### config.mk
export PLATFORM = sky130hd
export DESIGN_NAME = pss_supervisor
export DESIGN_NICKNAME = d
export VERILOG_FILES = /design/src/pss_pkg.sv /design/src/pss_supervisor.sv
export SDC_FILE = /design/constraint.sdc
export NUM_CORES = 1
export LEC_CHECK = 0
export ABC_CLOCK_PERIOD_IN_PS = 4130
export BUFFER_PORTS_ARGS = -buffer_cell sky130_fd_sc_hd__buf_2
export CORE_MARGIN = 4
export CORE_UTILIZATION = 50
export CTS_BUF_LIST = sky130_fd_sc_hd__clkbuf_8
export CTS_CLUSTER_DIAMETER = 150
export DETAILED_ROUTE_END_ITERATION = 10
export GPL_TIMING_DRIVEN = 0
export MAX_ROUTING_LAYER = met4
export PLACE_DENSITY = 0.7
export SETUP_SLACK_MARGIN = 0.5
export SLEW_MARGIN = 20
export SYNTH_ARGS = -nofsm -noshare
export SYNTH_HDL_FRONTEND = slang
export SYNTH_SLANG_ARGS = --single-unit
### constraint.sdc
create_clock -name pclk -period 4.13 [get_ports pclk]
set_clock_uncertainty 0.05 [all_clocks]
set_input_delay 0.826 -clock pclk [delete_from_list [all_inputs] [get_ports pclk]]
set_output_delay 0.826 -clock pclk [all_outputs]
set_load 0.01 [all_outputs]
### src/pss_pkg.sv
// Purpose: constants and types for the plasma sensor safety supervisor
// Assumes: 10 MHz pclk, APB register access, sensor samples on pclk
`default_nettype none

package pss_pkg;
  // ----------------------------------------------------------------
  // timing
  // ----------------------------------------------------------------
  localparam int unsigned CLK_HZ = 10_000_000;
  localparam int unsigned WDOG_TIME_MS = 500;
  localparam int unsigned WDOG_CYCLES = (CLK_HZ / 1000) * WDOG_TIME_MS;
  localparam int unsigned WD_W = 23;

  // ----------------------------------------------------------------
  // register map
  // ----------------------------------------------------------------
  localparam logic [7:0] ADDR_CTRL = 8'h00;
  localparam logic [7:0] ADDR_STATUS = 8'h04;
  localparam logic [7:0] ADDR_KICK = 8'h08;
  localparam logic [7:0] ADDR_IRQ_STAT = 8'h0c;
  localparam logic [7:0] ADDR_IRQ_MASK = 8'h10;
  localparam logic [7:0] ADDR_HK = 8'h14;
  localparam logic [7:0] ADDR_LIM_BASE = 8'h20;
  localparam logic [7:0] ADDR_RATE_E = 8'h40;
  localparam logic [7:0] ADDR_RATE_I = 8'h44;
  localparam logic [7:0] ADDR_AMB = 8'h48;

  localparam int unsigned NUM_LV = 4;
  localparam int unsigned NUM_HV = 3;
  localparam int unsigned NUM_LIM = 7;

  // ctrl fields
  localparam int unsigned CTRL_MODE_LSB = 0;
  localparam int unsigned CTRL_HV_BIT = 2;

  // event bits
  localparam int unsigned EV_WDOG = 0;
  localparam int unsigned EV_LV = 1;
  localparam int unsigned EV_HV = 2;
  localparam int unsigned EV_RATE = 3;
  localparam int unsigned EV_AMB = 4;
  localparam int unsigned EV_W = 5;

  // reset values
  localparam logic [31:0] LIM_RST = 32'hffff_0000;
  localparam logic [31:0] RATE_RST = 32'h0001_ffff;
  localparam logic [31:0] AMB_RST = 32'hffff_ffff;
  localparam logic [4:0] MASK_RST = 5'h00;

  // ----------------------------------------------------------------
  // types
  // ----------------------------------------------------------------
  typedef enum logic [1:0] {MODE_LV, MODE_HV, MODE_PAUSE} pss_mode_t;

  typedef struct packed {
    logic valid;
    logic [NUM_LV-1:0][15:0] lv;
    logic [NUM_HV-1:0][15:0] hv;
    logic [1:0][15:0] rate;
  } pss_sens_t;

  typedef struct packed {
    logic valid;
    logic [15:0] pressure;
    logic [15:0] dust;
  } pss_amb_t;
endpackage : pss_pkg

`default_nettype wire

### src/pss_supervisor.sv
// Purpose: watchdog and sensor safety monitors with APB registers
// Assumes: sensor and ambient strobes come from logic on pclk
// Notes: pready answers one cycle into the access phase
//
// Decided for this implementation: the register offsets and the APB slave port.
`default_nettype none

module pss_supervisor #(
  parameter int unsigned WDOG_CYCLES = pss_pkg::WDOG_CYCLES
) (
  // clock and reset
  input wire logic pclk,
  input wire logic presetn,
  // apb slave
  input wire logic psel,
  input wire logic penable,
  input wire logic pwrite,
  input wire logic [7:0] paddr,
  input wire logic [31:0] pwdata,
  output logic [31:0] prdata,
  output logic pready,
  output logic pslverr,
  // sensor samples
  input wire pss_pkg::pss_sens_t sens,
  input wire pss_pkg::pss_amb_t amb,
  // safety outputs
  output logic hv_enable,
  output var pss_pkg::pss_mode_t mode,
  output logic event_valid,
  output logic [pss_pkg::EV_W-1:0] event_code,
  output logic [6:0] hk_anomaly,
  output logic irq
);
  import pss_pkg::*;

  // ----------------------------------------------------------------
  // helpers
  // ----------------------------------------------------------------
  function automatic logic out_rng(input logic [15:0] v, input logic [31:0] l);
    out_rng = (v < l[15:0]) || (v > l[31:16]);
  endfunction

  function automatic logic addr_ok(input logic [7:0] a);
    addr_ok = (a <= ADDR_HK) || (a >= ADDR_LIM_BASE && a <= ADDR_AMB);
  endfunction

  function automatic pss_mode_t dec_mode(input logic [1:0] c, input pss_mode_t cur);
    if (c == 2'h0) begin
      dec_mode = MODE_LV;
    end else if (c == 2'h1) begin
      dec_mode = MODE_HV;
    end else if (c == 2'h2) begin
      dec_mode = MODE_PAUSE;
    end else begin
      dec_mode = cur;
    end
  endfunction

  logic [31:0] lim [NUM_LIM];
  logic [31:0] rate_lim [2];
  logic [31:0] amb_lim;
  logic [EV_W-1:0] irq_stat;
  logic [EV_W-1:0] irq_mask;
  logic [WD_W-1:0] wd_cnt;
  logic [15:0] pers_cnt [2];
  logic acc, wr, rd, kick, ctrl_wr, wd_expire;
  logic [NUM_LV-1:0] lv_bad;
  logic [NUM_HV-1:0] hv_bad;
  logic [1:0] rate_over, rate_hit;
  logic lv_new, amb_trip, trip;
  logic [EV_W-1:0] ev;
  logic [31:0] next_rdata;
  pss_mode_t next_mode;

  // ----------------------------------------------------------------
  // apb slave
  // ----------------------------------------------------------------
  assign acc = psel & penable & pready;
  assign wr = acc & pwrite;
  assign rd = acc & ~pwrite;
  assign kick = wr && paddr == ADDR_KICK;
  assign ctrl_wr = wr && paddr == ADDR_CTRL;

  always_comb begin
    next_rdata = 32'h0000_0000;
    if (paddr == ADDR_CTRL) begin
      next_rdata = {29'h0000_0000, hv_enable, mode};
    end else if (paddr == ADDR_STATUS) begin
      next_rdata = {9'h000, wd_cnt};
    end else if (paddr == ADDR_IRQ_STAT) begin
      next_rdata = {27'h0000_000, irq_stat};
    end else if (paddr == ADDR_IRQ_MASK) begin
      next_rdata = {27'h0000_000, irq_mask};
    end else if (paddr == ADDR_HK) begin
      next_rdata = {25'h0000_000, hk_anomaly};
    end else if (paddr >= ADDR_LIM_BASE && paddr < ADDR_RATE_E) begin
      if (paddr[4:2] < 3'(NUM_LIM)) begin
        next_rdata = lim[paddr[4:2]];
      end
    end else if (paddr == ADDR_RATE_E) begin
      next_rdata = rate_lim[0];
    end else if (paddr == ADDR_RATE_I) begin
      next_rdata = rate_lim[1];
    end else if (paddr == ADDR_AMB) begin
      next_rdata = amb_lim;
    end
  end

  always_ff @(posedge pclk or negedge presetn) begin
    if (!presetn) begin
      pready <= 1'b0;
      pslverr <= 1'b0;
      prdata <= 32'h0000_0000;
    end else begin
      pready <= psel & penable & ~pready;
      pslverr <= psel & penable & ~pready & ~addr_ok(paddr);
      prdata <= (psel & penable & ~pready & ~pwrite) ? next_rdata : 32'h0000_0000;
    end
  end

  // limit and interrupt mask registers
  always_ff @(posedge pclk or negedge presetn) begin
    if (!presetn) begin
      for (int i = 0; i < NUM_LIM; i++) begin
        lim[i] <= LIM_RST;
      end
      rate_lim[0] <= RATE_RST;
      rate_lim[1] <= RATE_RST;
      amb_lim <= AMB_RST;
      irq_mask <= MASK_RST;
    end else if (wr) begin
      for (int i = 0; i < NUM_LIM; i++) begin
        if (paddr == ADDR_LIM_BASE + 8'(4 * i)) begin
          lim[i] <= pwdata;
        end
      end
      if (paddr == ADDR_RATE_E) begin
        rate_lim[0] <= pwdata;
      end else if (paddr == ADDR_RATE_I) begin
        rate_lim[1] <= pwdata;
      end else if (paddr == ADDR_AMB) begin
        amb_lim <= pwdata;
      end else if (paddr == ADDR_IRQ_MASK) begin
        irq_mask <= pwdata[EV_W-1:0];
      end
    end
  end

  // ----------------------------------------------------------------
  // watchdog
  // ----------------------------------------------------------------
  assign wd_expire = mode != MODE_PAUSE && !kick && wd_cnt == WD_W'(WDOG_CYCLES - 1);

  always_ff @(posedge pclk or negedge presetn) begin
    if (!presetn) begin
      wd_cnt <= '0;
    end else if (kick || mode == MODE_PAUSE || wd_expire) begin
      wd_cnt <= '0;
    end else begin
      wd_cnt <= wd_cnt + 1'b1;
    end
  end

  // ----------------------------------------------------------------
  // monitors
  // ----------------------------------------------------------------
  always_comb begin
    for (int i = 0; i < NUM_LV; i++) begin
      lv_bad[i] = mode == MODE_LV && sens.valid && out_rng(sens.lv[i], lim[i]);
    end
    for (int j = 0; j < NUM_HV; j++) begin
      hv_bad[j] = hv_enable && sens.valid && out_rng(sens.hv[j], lim[NUM_LV+j]);
    end
    for (int k = 0; k < 2; k++) begin
      rate_over[k] = hv_enable && sens.valid && sens.rate[k] > rate_lim[k][15:0];
      rate_hit[k] = rate_over[k] && (17'(pers_cnt[k]) + 17'h1 >= 17'(rate_lim[k][31:16]));
    end
  end

  assign lv_new = |(lv_bad & ~hk_anomaly[NUM_LV-1:0]);
  assign amb_trip = hv_enable && amb.valid &&
    (amb.pressure > amb_lim[15:0] || amb.dust > amb_lim[31:16]);
  assign trip = |hv_bad || |rate_hit || amb_trip;
  assign ev = {amb_trip, |rate_hit, |hv_bad, lv_new, wd_expire};

  // persistence counters
  always_ff @(posedge pclk or negedge presetn) begin
    if (!presetn) begin
      pers_cnt[0] <= 16'h0000;
      pers_cnt[1] <= 16'h0000;
    end else begin
      for (int k = 0; k < 2; k++) begin
        if (rate_over[k] && !rate_hit[k]) begin
          pers_cnt[k] <= pers_cnt[k] + 16'h0001;
        end else if (!hv_enable || sens.valid) begin
          pers_cnt[k] <= 16'h0000;
        end
      end
    end
  end

  // housekeeping flags
  always_ff @(posedge pclk or negedge presetn) begin
    if (!presetn) begin
      hk_anomaly <= 7'h00;
    end else begin
      if (mode == MODE_LV && sens.valid) begin
        hk_anomaly[NUM_LV-1:0] <= lv_bad;
      end
      if (hv_enable && sens.valid) begin
        hk_anomaly[6:NUM_LV] <= hv_bad;
      end
    end
  end

  // ----------------------------------------------------------------
  // mode and high voltage
  // ----------------------------------------------------------------
  always_comb begin
    next_mode = dec_mode(pwdata[CTRL_MODE_LSB+:2], mode);
  end

  always_ff @(posedge pclk or negedge presetn) begin
    if (!presetn) begin
      mode <= MODE_LV;
    end else if (wd_expire) begin
      mode <= MODE_PAUSE;
    end else if (trip) begin
      mode <= MODE_LV;
    end else if (ctrl_wr) begin
      mode <= next_mode;
    end
  end

  always_ff @(posedge pclk or negedge presetn) begin
    if (!presetn) begin
      hv_enable <= 1'b0;
    end else if (wd_expire || trip) begin
      hv_enable <= 1'b0;
    end else if (ctrl_wr) begin
      hv_enable <= next_mode == MODE_HV && pwdata[CTRL_HV_BIT];
    end else if (mode != MODE_HV) begin
      hv_enable <= 1'b0;
    end
  end

  // ----------------------------------------------------------------
  // events and interrupt
  // ----------------------------------------------------------------
  always_ff @(posedge pclk or negedge presetn) begin
    if (!presetn) begin
      event_valid <= 1'b0;
      event_code <= '0;
    end else begin
      event_valid <= |ev;
      event_code <= ev;
    end
  end

  always_ff @(posedge pclk or negedge presetn) begin
    if (!presetn) begin
      irq_stat <= '0;
      irq <= 1'b0;
    end else begin
      irq_stat <= ((rd && paddr == ADDR_IRQ_STAT) ? '0 : irq_stat) | ev;
      irq <= |(irq_stat & irq_mask);
    end
  end
endmodule : pss_supervisor

`default_nettype wire

==> results of run 1 <==
-- how the worst max path moves through the flow --
stage                            start      endpoint  slack, ps  depth (start not counted)
after global placement         presetn  pers_cnt[28]      -6240                          1
after detailed placement       sens[2]   event_valid       -120                          9
after CTS                 rate_lim[34]   event_valid        520                          9
after global routing       pers_cnt[0]       mode[0]        490                         15
after floorplan            pers_cnt[0]   event_valid        900                         14
final                     rate_lim[34]  pers_cnt[28]        630                         11
-- cells by family (layout without fill, tap and decap cells) --
kind of cell | after synthesis | after routing | share of synthesized area (%)
buffers and inverters | 455 | 854 | 6.42
other | 0 | 6 | 0
XOR/XNOR | 49 | 49 | 1.56
adder cells (fa/ha/maj) | 316 | 316 | 14.3
AO/OA/AOI/OAI | 537 | 537 | 13.0
AND/OR/NAND/NOR | 533 | 533 | 9.69
flip-flops | 436 | 436 | 40.4
multiplexers | 331 | 331 | 14.6
-- where the power goes --
part | total (mW) | switching, mW | leakage (nW) | internal (mW)
logic | 1.02 | 0.650 | 8.87 | 0.375
clock network | 4.43 | 1.96 | 0.951 | 2.47
registers | 4.41 | 0.0705 | 5.17 | 4.34
total | 9.86 | 2.68 | 15.0 | 7.19
-- layout make-up --
type / count / area [sq um] / area share, %
Antenna cell: 6 / 15.0 / 0.0473
Buffer: 123 / 527 / 1.66
Clock buffer: 102 / 1400 / 4.42
Clock inverter: 42 / 300 / 0.946
Inverter: 332 / 1250 / 3.93
Multi-Input combinational cell: 1766 / 14800 / 46.7
Sequential cell: 436 / 11100 / 35.1
Tap cell: 696 / 871 / 2.74
Timing Repair Buffer: 255 / 1410 / 4.45
-- timing repair --
action	4_1_cts	5_1_grt
buffers inserted	2	2
hold buffers	1	0
pin swaps	3	11
setup endpoints to repair	26	28
resized for setup	7	28
endpoints found under the hold margin	3	0
cloned	0	0
-- synth_stat cells, types with 10 or more instances --
cell,number
nand2_1,199
nand4_1,55
dfstp_2,178
a21o_1,45
a31oi_1,20
clkbuf_1,68
mux2i_1,44
buf_2,35
mux2_2,253
and2_1,12
o211ai_1,12
o21ai_0,158
xnor2_1,28
nor3_1,22
nor2_1,90
ha_1,316
nor2b_1,15
dfrtp_1,258
a32o_1,13
inv_1,332
buf_1,15
a21oi_1,84
a22oi_1,33
a211oi_1,27
o21a_1,10
nor4_1,12
and3_1,19
mux4_2,32
a222oi_1,20
nand2b_1,10
xor2_1,21
o22ai_1,35
a22o_1,14
nand3_1,48
-- through the flow --
stage                     power (mW)  hold WS (ps)  util [%]
after floorplan                 4.95           416         -
after global placement          5.42           428      54.7
after detailed placement        5.48           439      55.0
after CTS                       9.86           339      58.3
after global routing            10.2           387      58.5
final                           9.86           382      58.5
-- registers in the layout (all words and copies together), names as in the netlist, 2 cells and up --
| register | count |
|---|---|
| lim | 224 |
| rate_lim | 64 |
| hk_anomaly | 7 |
| prdata | 32 |
| wd_cnt | 23 |
| mode | 2 |
| amb_lim | 32 |
| event_code | 5 |
| pers_cnt | 32 |
| irq_stat | 5 |
| irq_mask | 5 |
-- worst max-delay path, cell delays in order (launching register included) --
cell and delay [ps]:
dfstp_2 560, inv_1 60, ha_1 290, o21ai_1 160, a21oi_1 60, o41ai_1 470
o21ai_0 400, a2111oi_4 420, buf_4 210, nor2_1 100, clkbuf_1 260, a32o_1 330
-- routing by layer --
metal / wire length, microns / vias to the layer above / GRT usage, %
met5: 0 / - / -
met4: 4360 / 0 / 13.8
met3: 8810 / 239 / 7.45
met2: 44100 / 1113 / 50.4
met1: 42200 / 11624 / 45.4
li1: - / 10251 / -
==> results.sh, run 1 <==
export IMPL_setup_viol=0
export IMPL_grt_usage_pct=33.9
export IMPL_cp_end_kind="flip-flop"
export IMPL_final_fill_count=4629
export IMPL_ir_worst_vdd_mv=0.205
export IMPL_arrival_ps=3990
export IMPL_synth_cell_types=84
export IMPL_rsz0062_at_grt="yes"
export IMPL_nets=3530
export IMPL_grt_antenna_before_repair=5
export IMPL_dp_cells=3603
export IMPL_drtIter0Drc=2536
export IMPL_reg2reg_depth=11
export IMPL_core_sq_um=54200
export IMPL_async_flop_share_pct=100
export IMPL_grt_overflow=0
export IMPL_rows=85
export IMPL_syn_inst=2657
export IMPL_yosysSeqAreaShare_pct=40.4
export IMPL_wl_microns=99400
export IMPL_yosys_area_top_type="dfrtp_1"
export IMPL_layout_drive_gt1_share_pct=30.8
export IMPL_tritoncts="done"
export IMPL_dp_hpwl_microns=78700
export IMPL_setup_tns_ps=0
export IMPL_layout_cells_non_filler=3758
export IMPL_ioPinCount=274
export IMPL_grt_pass1_vias=23297
export IMPL_worstHoldPathType="in -> reg"
export IMPL_min_period_over_period_pct=84.7
export IMPL_worst_slack_ps=630
export IMPL_clkLatencyLatePin_ps=690
export IMPL_num_vias=23227
export IMPL_htreeDepth=3
export IMPL_netlist_area_sq_um=27600
export IMPL_yosysTopAreaCellShare_pct=23.4
export IMPL_p_leak_nw=15.0
export IMPL_synthesis_area_per_instance_sq_um=10.4
export IMPL_powerDensity_nw_per_um2=311
export IMPL_r2r_slack_ps=630
export IMPL_grt_first_pass_wirelength_microns=147000
export IMPL_synthToLayoutAreaGrowth_pct=15.1
export IMPL_firstDrtPassIters=8
export IMPL_ant_nets=0
export IMPL_die_w_microns=243
export IMPL_die_y_microns=243
export IMPL_synthFlopType="dfrtp_1"
export IMPL_tightest_slew_ps=1230
export IMPL_syn_nets=3196
export IMPL_cp_start_kind="flip-flop"
export IMPL_mostFrequentLayoutCells="inv_1, ha_1, buf_2, dfrtp_1, mux2_2"
export IMPL_vias_per_cell=6.18
export IMPL_place_area_sq_um=29800
export IMPL_wire_per_inst_microns=26.4
export IMPL_layout_commonest_cell="inv_1"
export IMPL_initial_core_util_pct=50.8
export IMPL_holdPathEnd="pready"
export IMPL_cts_buffers=77
export IMPL_hold_viol_final=0
export IMPL_cts_root_buffer="clkbuf_8"
export IMPL_place_congestion=1.02
export IMPL_r2r_end="pers_cnt[28]"
export IMPL_clockBufferDepth=3
export IMPL_synth_seq_cells=436
export IMPL_max_freq_ghz=0.286
export IMPL_cp_max_fo=10
export IMPL_critPathKind="reg -> reg"
export IMPL_timing_rr_start="rate_lim[34]"
export IMPL_outcome="finished clean"
export IMPL_pre_cts_ws_ps=-119
export IMPL_synth_edf_count=0
export IMPL_design_area_sq_um=31700
export IMPL_drcViolationCount=0
export IMPL_grt_max_degree=100
export IMPL_required_ps=4620
export IMPL_whs_path_depth=3
export IMPL_maxSlewHeadroom_pct=18.1
export IMPL_synth_area_leaders="dfrtp_1, dfstp_2, ha_1, mux2_2, inv_1"
export IMPL_port_buffers=245
export IMPL_dieArea_sq_um=59000
export IMPL_drv_cap=0
export IMPL_period_needed_ps=3500
export IMPL_clk_pin_slew_ps=60
export IMPL_numClockSinks=436
export IMPL_ys_warn_count=0
export IMPL_final_max_slew_violation_count=0
export IMPL_hp_start="penable"
No activity file was read; power rests on OpenSTA's default activity.
==> run 2, diff against run 1 <==
--- a/config.mk
+++ b/config.mk
@@ -5,7 +5,8 @@
 export SDC_FILE = /design/constraint.sdc
 export NUM_CORES = 1
 export LEC_CHECK = 0
-export ABC_CLOCK_PERIOD_IN_PS = 4130
+export ABC_AREA = 1
+export ABC_CLOCK_PERIOD_IN_PS = 3500
 export BUFFER_PORTS_ARGS = -buffer_cell sky130_fd_sc_hd__buf_2
 export CORE_MARGIN = 4
 export CORE_UTILIZATION = 50
==> constraint.sdc (replaced) <==
create_clock -name pclk -period 3.5 [get_ports pclk]
set_clock_uncertainty 0.05 [all_clocks]
set_input_delay 0.7 -clock pclk [delete_from_list [all_inputs] [get_ports pclk]]
set_output_delay 0.7 -clock pclk [all_outputs]
set_load 0.01 [all_outputs]
==> run 2 against run 1 <==
Power increased by 17%. Hold slack got worse by 120 ps. Setup slack got worse by 230 ps. Maximum frequency up 13%. Routed wire length is 7.5% higher. Global-route usage is 2.2 points higher. Count of clock-buffer cells in the layout increased by 2. Sequential power up 18%. Critical path type unchanged. Critical endpoint is now mode[1]. Largest cell class unchanged.
==> results.sh, run 2 <==
export IMPL_largest_register_ff_count=224
export IMPL_clk_pin_slew_ps=60
export IMPL_wl_microns=107000
export IMPL_synthToLayoutAreaGrowth_pct=16.6
export IMPL_grt_first_pass_wirelength_microns=157000
export IMPL_synthTopCellsByCount="nand2_1, inv_1, o21ai_0, ha_1, dfrtp_1"
export IMPL_drtIter0Drc=2812
export IMPL_synth_simple_gate_area_share_pct=18.0
export IMPL_arrival_ps=3600
export IMPL_synthFlopType="dfrtp_1"
export IMPL_cp_start_kind="flip-flop"
export IMPL_clkLatencyLatePin_ps=680
export IMPL_mostFrequentLayoutCells="nand2_1, inv_1, o21ai_0, buf_2, ha_1"
export IMPL_whs_path_depth=3
export IMPL_timing_rr_start="pers_cnt[0]"
export IMPL_vias_per_cell=5.72
export IMPL_die_w_microns=244
export IMPL_synthAdderAreaFrac_pct=14.2
export IMPL_netlist_area_sq_um=27900
export IMPL_synth_xor_area_share_pct=0.878
export IMPL_cp_max_fo=3
export IMPL_switching_share_pct=28.3
export IMPL_ant_nets=0
export IMPL_num_vias=26920
export IMPL_synth_most_common_cell="nand2_1"
export IMPL_muxShareOfSynthArea_pct=0
export IMPL_design_area_sq_um=32600
export IMPL_grt_overflow=0
export IMPL_synth_edf_count=0
export IMPL_yosysSeqAreaShare_pct=39.9
export IMPL_place_congestion=1.04
export IMPL_multiInputGateArea_sq_um=14500
export IMPL_grt_usage_pct=36.1
export IMPL_finalPower_mw=11.5
export IMPL_largest_registers="lim (224), rate_lim (64)"
export IMPL_dieArea_sq_um=59700
export IMPL_power_frac_comb_pct=11.6
export IMPL_grt_max_degree=101
export IMPL_drv_cap=0
export IMPL_grt_antenna_before_repair=6
export IMPL_dp_cells=4526
export IMPL_drcViolationCount=0
export IMPL_syn_nets=4039
export IMPL_ioPinCount=274
export IMPL_outcome="finished clean"
export IMPL_core_sq_um=55200
export IMPL_ys_warn_count=0
export IMPL_hp_start="amb[32]"
export IMPL_rows=86
export IMPL_critPathKind="reg -> reg"
export IMPL_pwr_share_seq_pct=45.1
export IMPL_synth_compound_area_share_pct=17.8
export IMPL_reg2reg_depth=21
export IMPL_synth_area_leaders="dfrtp_1, dfstp_2, ha_1, nand2_1, o21ai_0"
export IMPL_nets=4423
export IMPL_worstHoldPathType="in -> reg"
export IMPL_yosys_area_top_type="dfrtp_1"
export IMPL_clockBufferDepth=3
export IMPL_cp_end_kind="flip-flop"
export IMPL_required_ps=4000
export IMPL_synth_seq_cells=436
export IMPL_ir_worst_vdd_mv=0.291
export IMPL_min_period_over_period_pct=88.6
export IMPL_synthesis_area_per_instance_sq_um=7.98
export IMPL_r2r_end="mode[1]"
export IMPL_intPower_mw=8.28
export IMPL_final_fill_count=5291
export IMPL_holdPathEnd="event_code[4]"
export IMPL_synth_cell_types=59
export IMPL_dp_hpwl_microns=82700
export IMPL_period_needed_ps=3100
export IMPL_layout_drive_gt1_share_pct=19.8
export IMPL_cts_root_buffer="clkbuf_8"
export IMPL_yosysTopAreaCellShare_pct=23.1
export IMPL_hold_viol_final=0
export IMPL_r2r_slack_ps=400
export IMPL_wire_per_inst_microns=22.7
export IMPL_max_freq_ghz=0.322
export IMPL_tritoncts="done"
export IMPL_place_area_sq_um=30400
export IMPL_async_flop_share_pct=100
export IMPL_cts_buffers=77
export IMPL_regArea_sq_um=11100
export IMPL_power_switching_mw=3.27
export IMPL_p_leak_nw=14.6
export IMPL_syn_inst=3500
export IMPL_layout_commonest_cell="nand2_1"
export IMPL_port_buffers=273
export IMPL_die_y_microns=244
export IMPL_setup_viol=0
export IMPL_powerDensity_nw_per_um2=355
export IMPL_final_max_slew_violation_count=0
export IMPL_layout_cells_non_filler=4706
export IMPL_rsz0062_at_grt="yes"
export IMPL_power_share_clock_pct=43.3
export IMPL_largest_register="lim"
export IMPL_firstDrtPassIters=8
export IMPL_maxSlewHeadroom_pct=29.6
export IMPL_htreeDepth=3
export IMPL_tightest_slew_ps=1060
export IMPL_final_core_utilization_pct=59.0
export IMPL_initial_core_util_pct=50.6
export IMPL_numClockSinks=436
export IMPL_synth_top_family_by_area="simple AND/OR/NAND/NOR gates"
export IMPL_grt_pass1_vias=25317
-- run 2: changes by cell type after synthesis, moves of 44 or more --
cell     before  now
nand2_1     199  818
a21oi_1      84  214
mux2_2      253    0
inv_1       332  521
mux2i_1      44    0
o21ai_0     158  430
-- run 2: timing repair --
| action | in CTS | in global routing |
|---|---|---|
| cloned | 0 | 2 |
| setup endpoints to repair | 35 | 38 |
| endpoints found under the hold margin | 13 | 0 |
| pin swaps | 11 | 26 |
| setup buffers | 13 | 11 |
| hold buffers | 1 | 0 |
| gates resized for setup | 20 | 63 |
-- run 2: area by class of cell --
type                       count  area share, %
timing repair buffer         305           5.39
multi-input combinational   2404           44.5
clock buffer                 104           4.40
buffer                       117           1.67
clock inverter                36          0.546
antenna                       13         0.0999
inverter                     543           6.29
tap                          748           2.87
sequential                   436           34.2
-- run 2: power by group through the flow --
stage	Sequential [mW]	Combinational, mW	Clock (mW)
final	5.21	1.34	5.00
after global routing	5.21	1.48	5.26
after CTS	5.20	1.32	5.02
after detailed placement	5.28	1.31	0
after global placement	5.28	1.27	0
after floorplan	5.27	0.640	0
-- run 2: cells by family after synthesis --
group / count (synthesis)
AND/OR/NAND/NOR: 1181
buffers and inverters: 660
flip-flops: 436
XOR/XNOR: 28
adder cells (fa/ha/maj): 316
AO/OA/AOI/OAI: 879
-- run 2: through the flow --
step / TNS [ps] / hold slack (ps) / worst slack [ps]
floorplan: 0 / 354 / 797
global placement: -2583650 / 410 / -7130
detailed placement: 0 / 414 / 238
CTS: 0 / 229 / 473
global route: 0 / 257 / 239
finish: 0 / 262 / 399
-- run 2: how the worst max path moves through the flow --
stage	end	from	slack [ps]
floorplan	pers_cnt[20]	pers_cnt[16]	800
global placement	pers_cnt[6]	presetn	-7130
detailed placement	hv_enable	pers_cnt[16]	240
CTS	pers_cnt[27]	pers_cnt[18]	470
global route	mode[1]	pers_cnt[0]	240
finish	mode[1]	pers_cnt[0]	400
-- run 2: layer usage --
| metal | up-vias | global-route usage [%] | routed length (microns) |
|---|---|---|---|
| met5 | - | - | 0 |
| met4 | 0 | 16.6 | 5890 |
| met3 | 287 | 8.29 | 11500 |
| met2 | 1465 | 52.9 | 46300 |
| met1 | 12718 | 47.9 | 43200 |
| li1 | 12450 | - | - |
-- run 2: critical path, cell delays in order, from the launching register on --
cell	delay (ps)
dfrtp_1	410
nand3_2	110
nor2_2	130
nand2_2	80
nor3b_4	200
nand2_1	100
nor2_2	150
buf_4	130
buf_4	90
inv_1	40
nand2_2	70
inv_1	50
ha_1	290
nand4_1	90
nor4_1	280
nand2_1	170
nand3_2	110
nand2_2	70
nand2_4	150
inv_4	50
nand3b_1	80
nand2_1	60
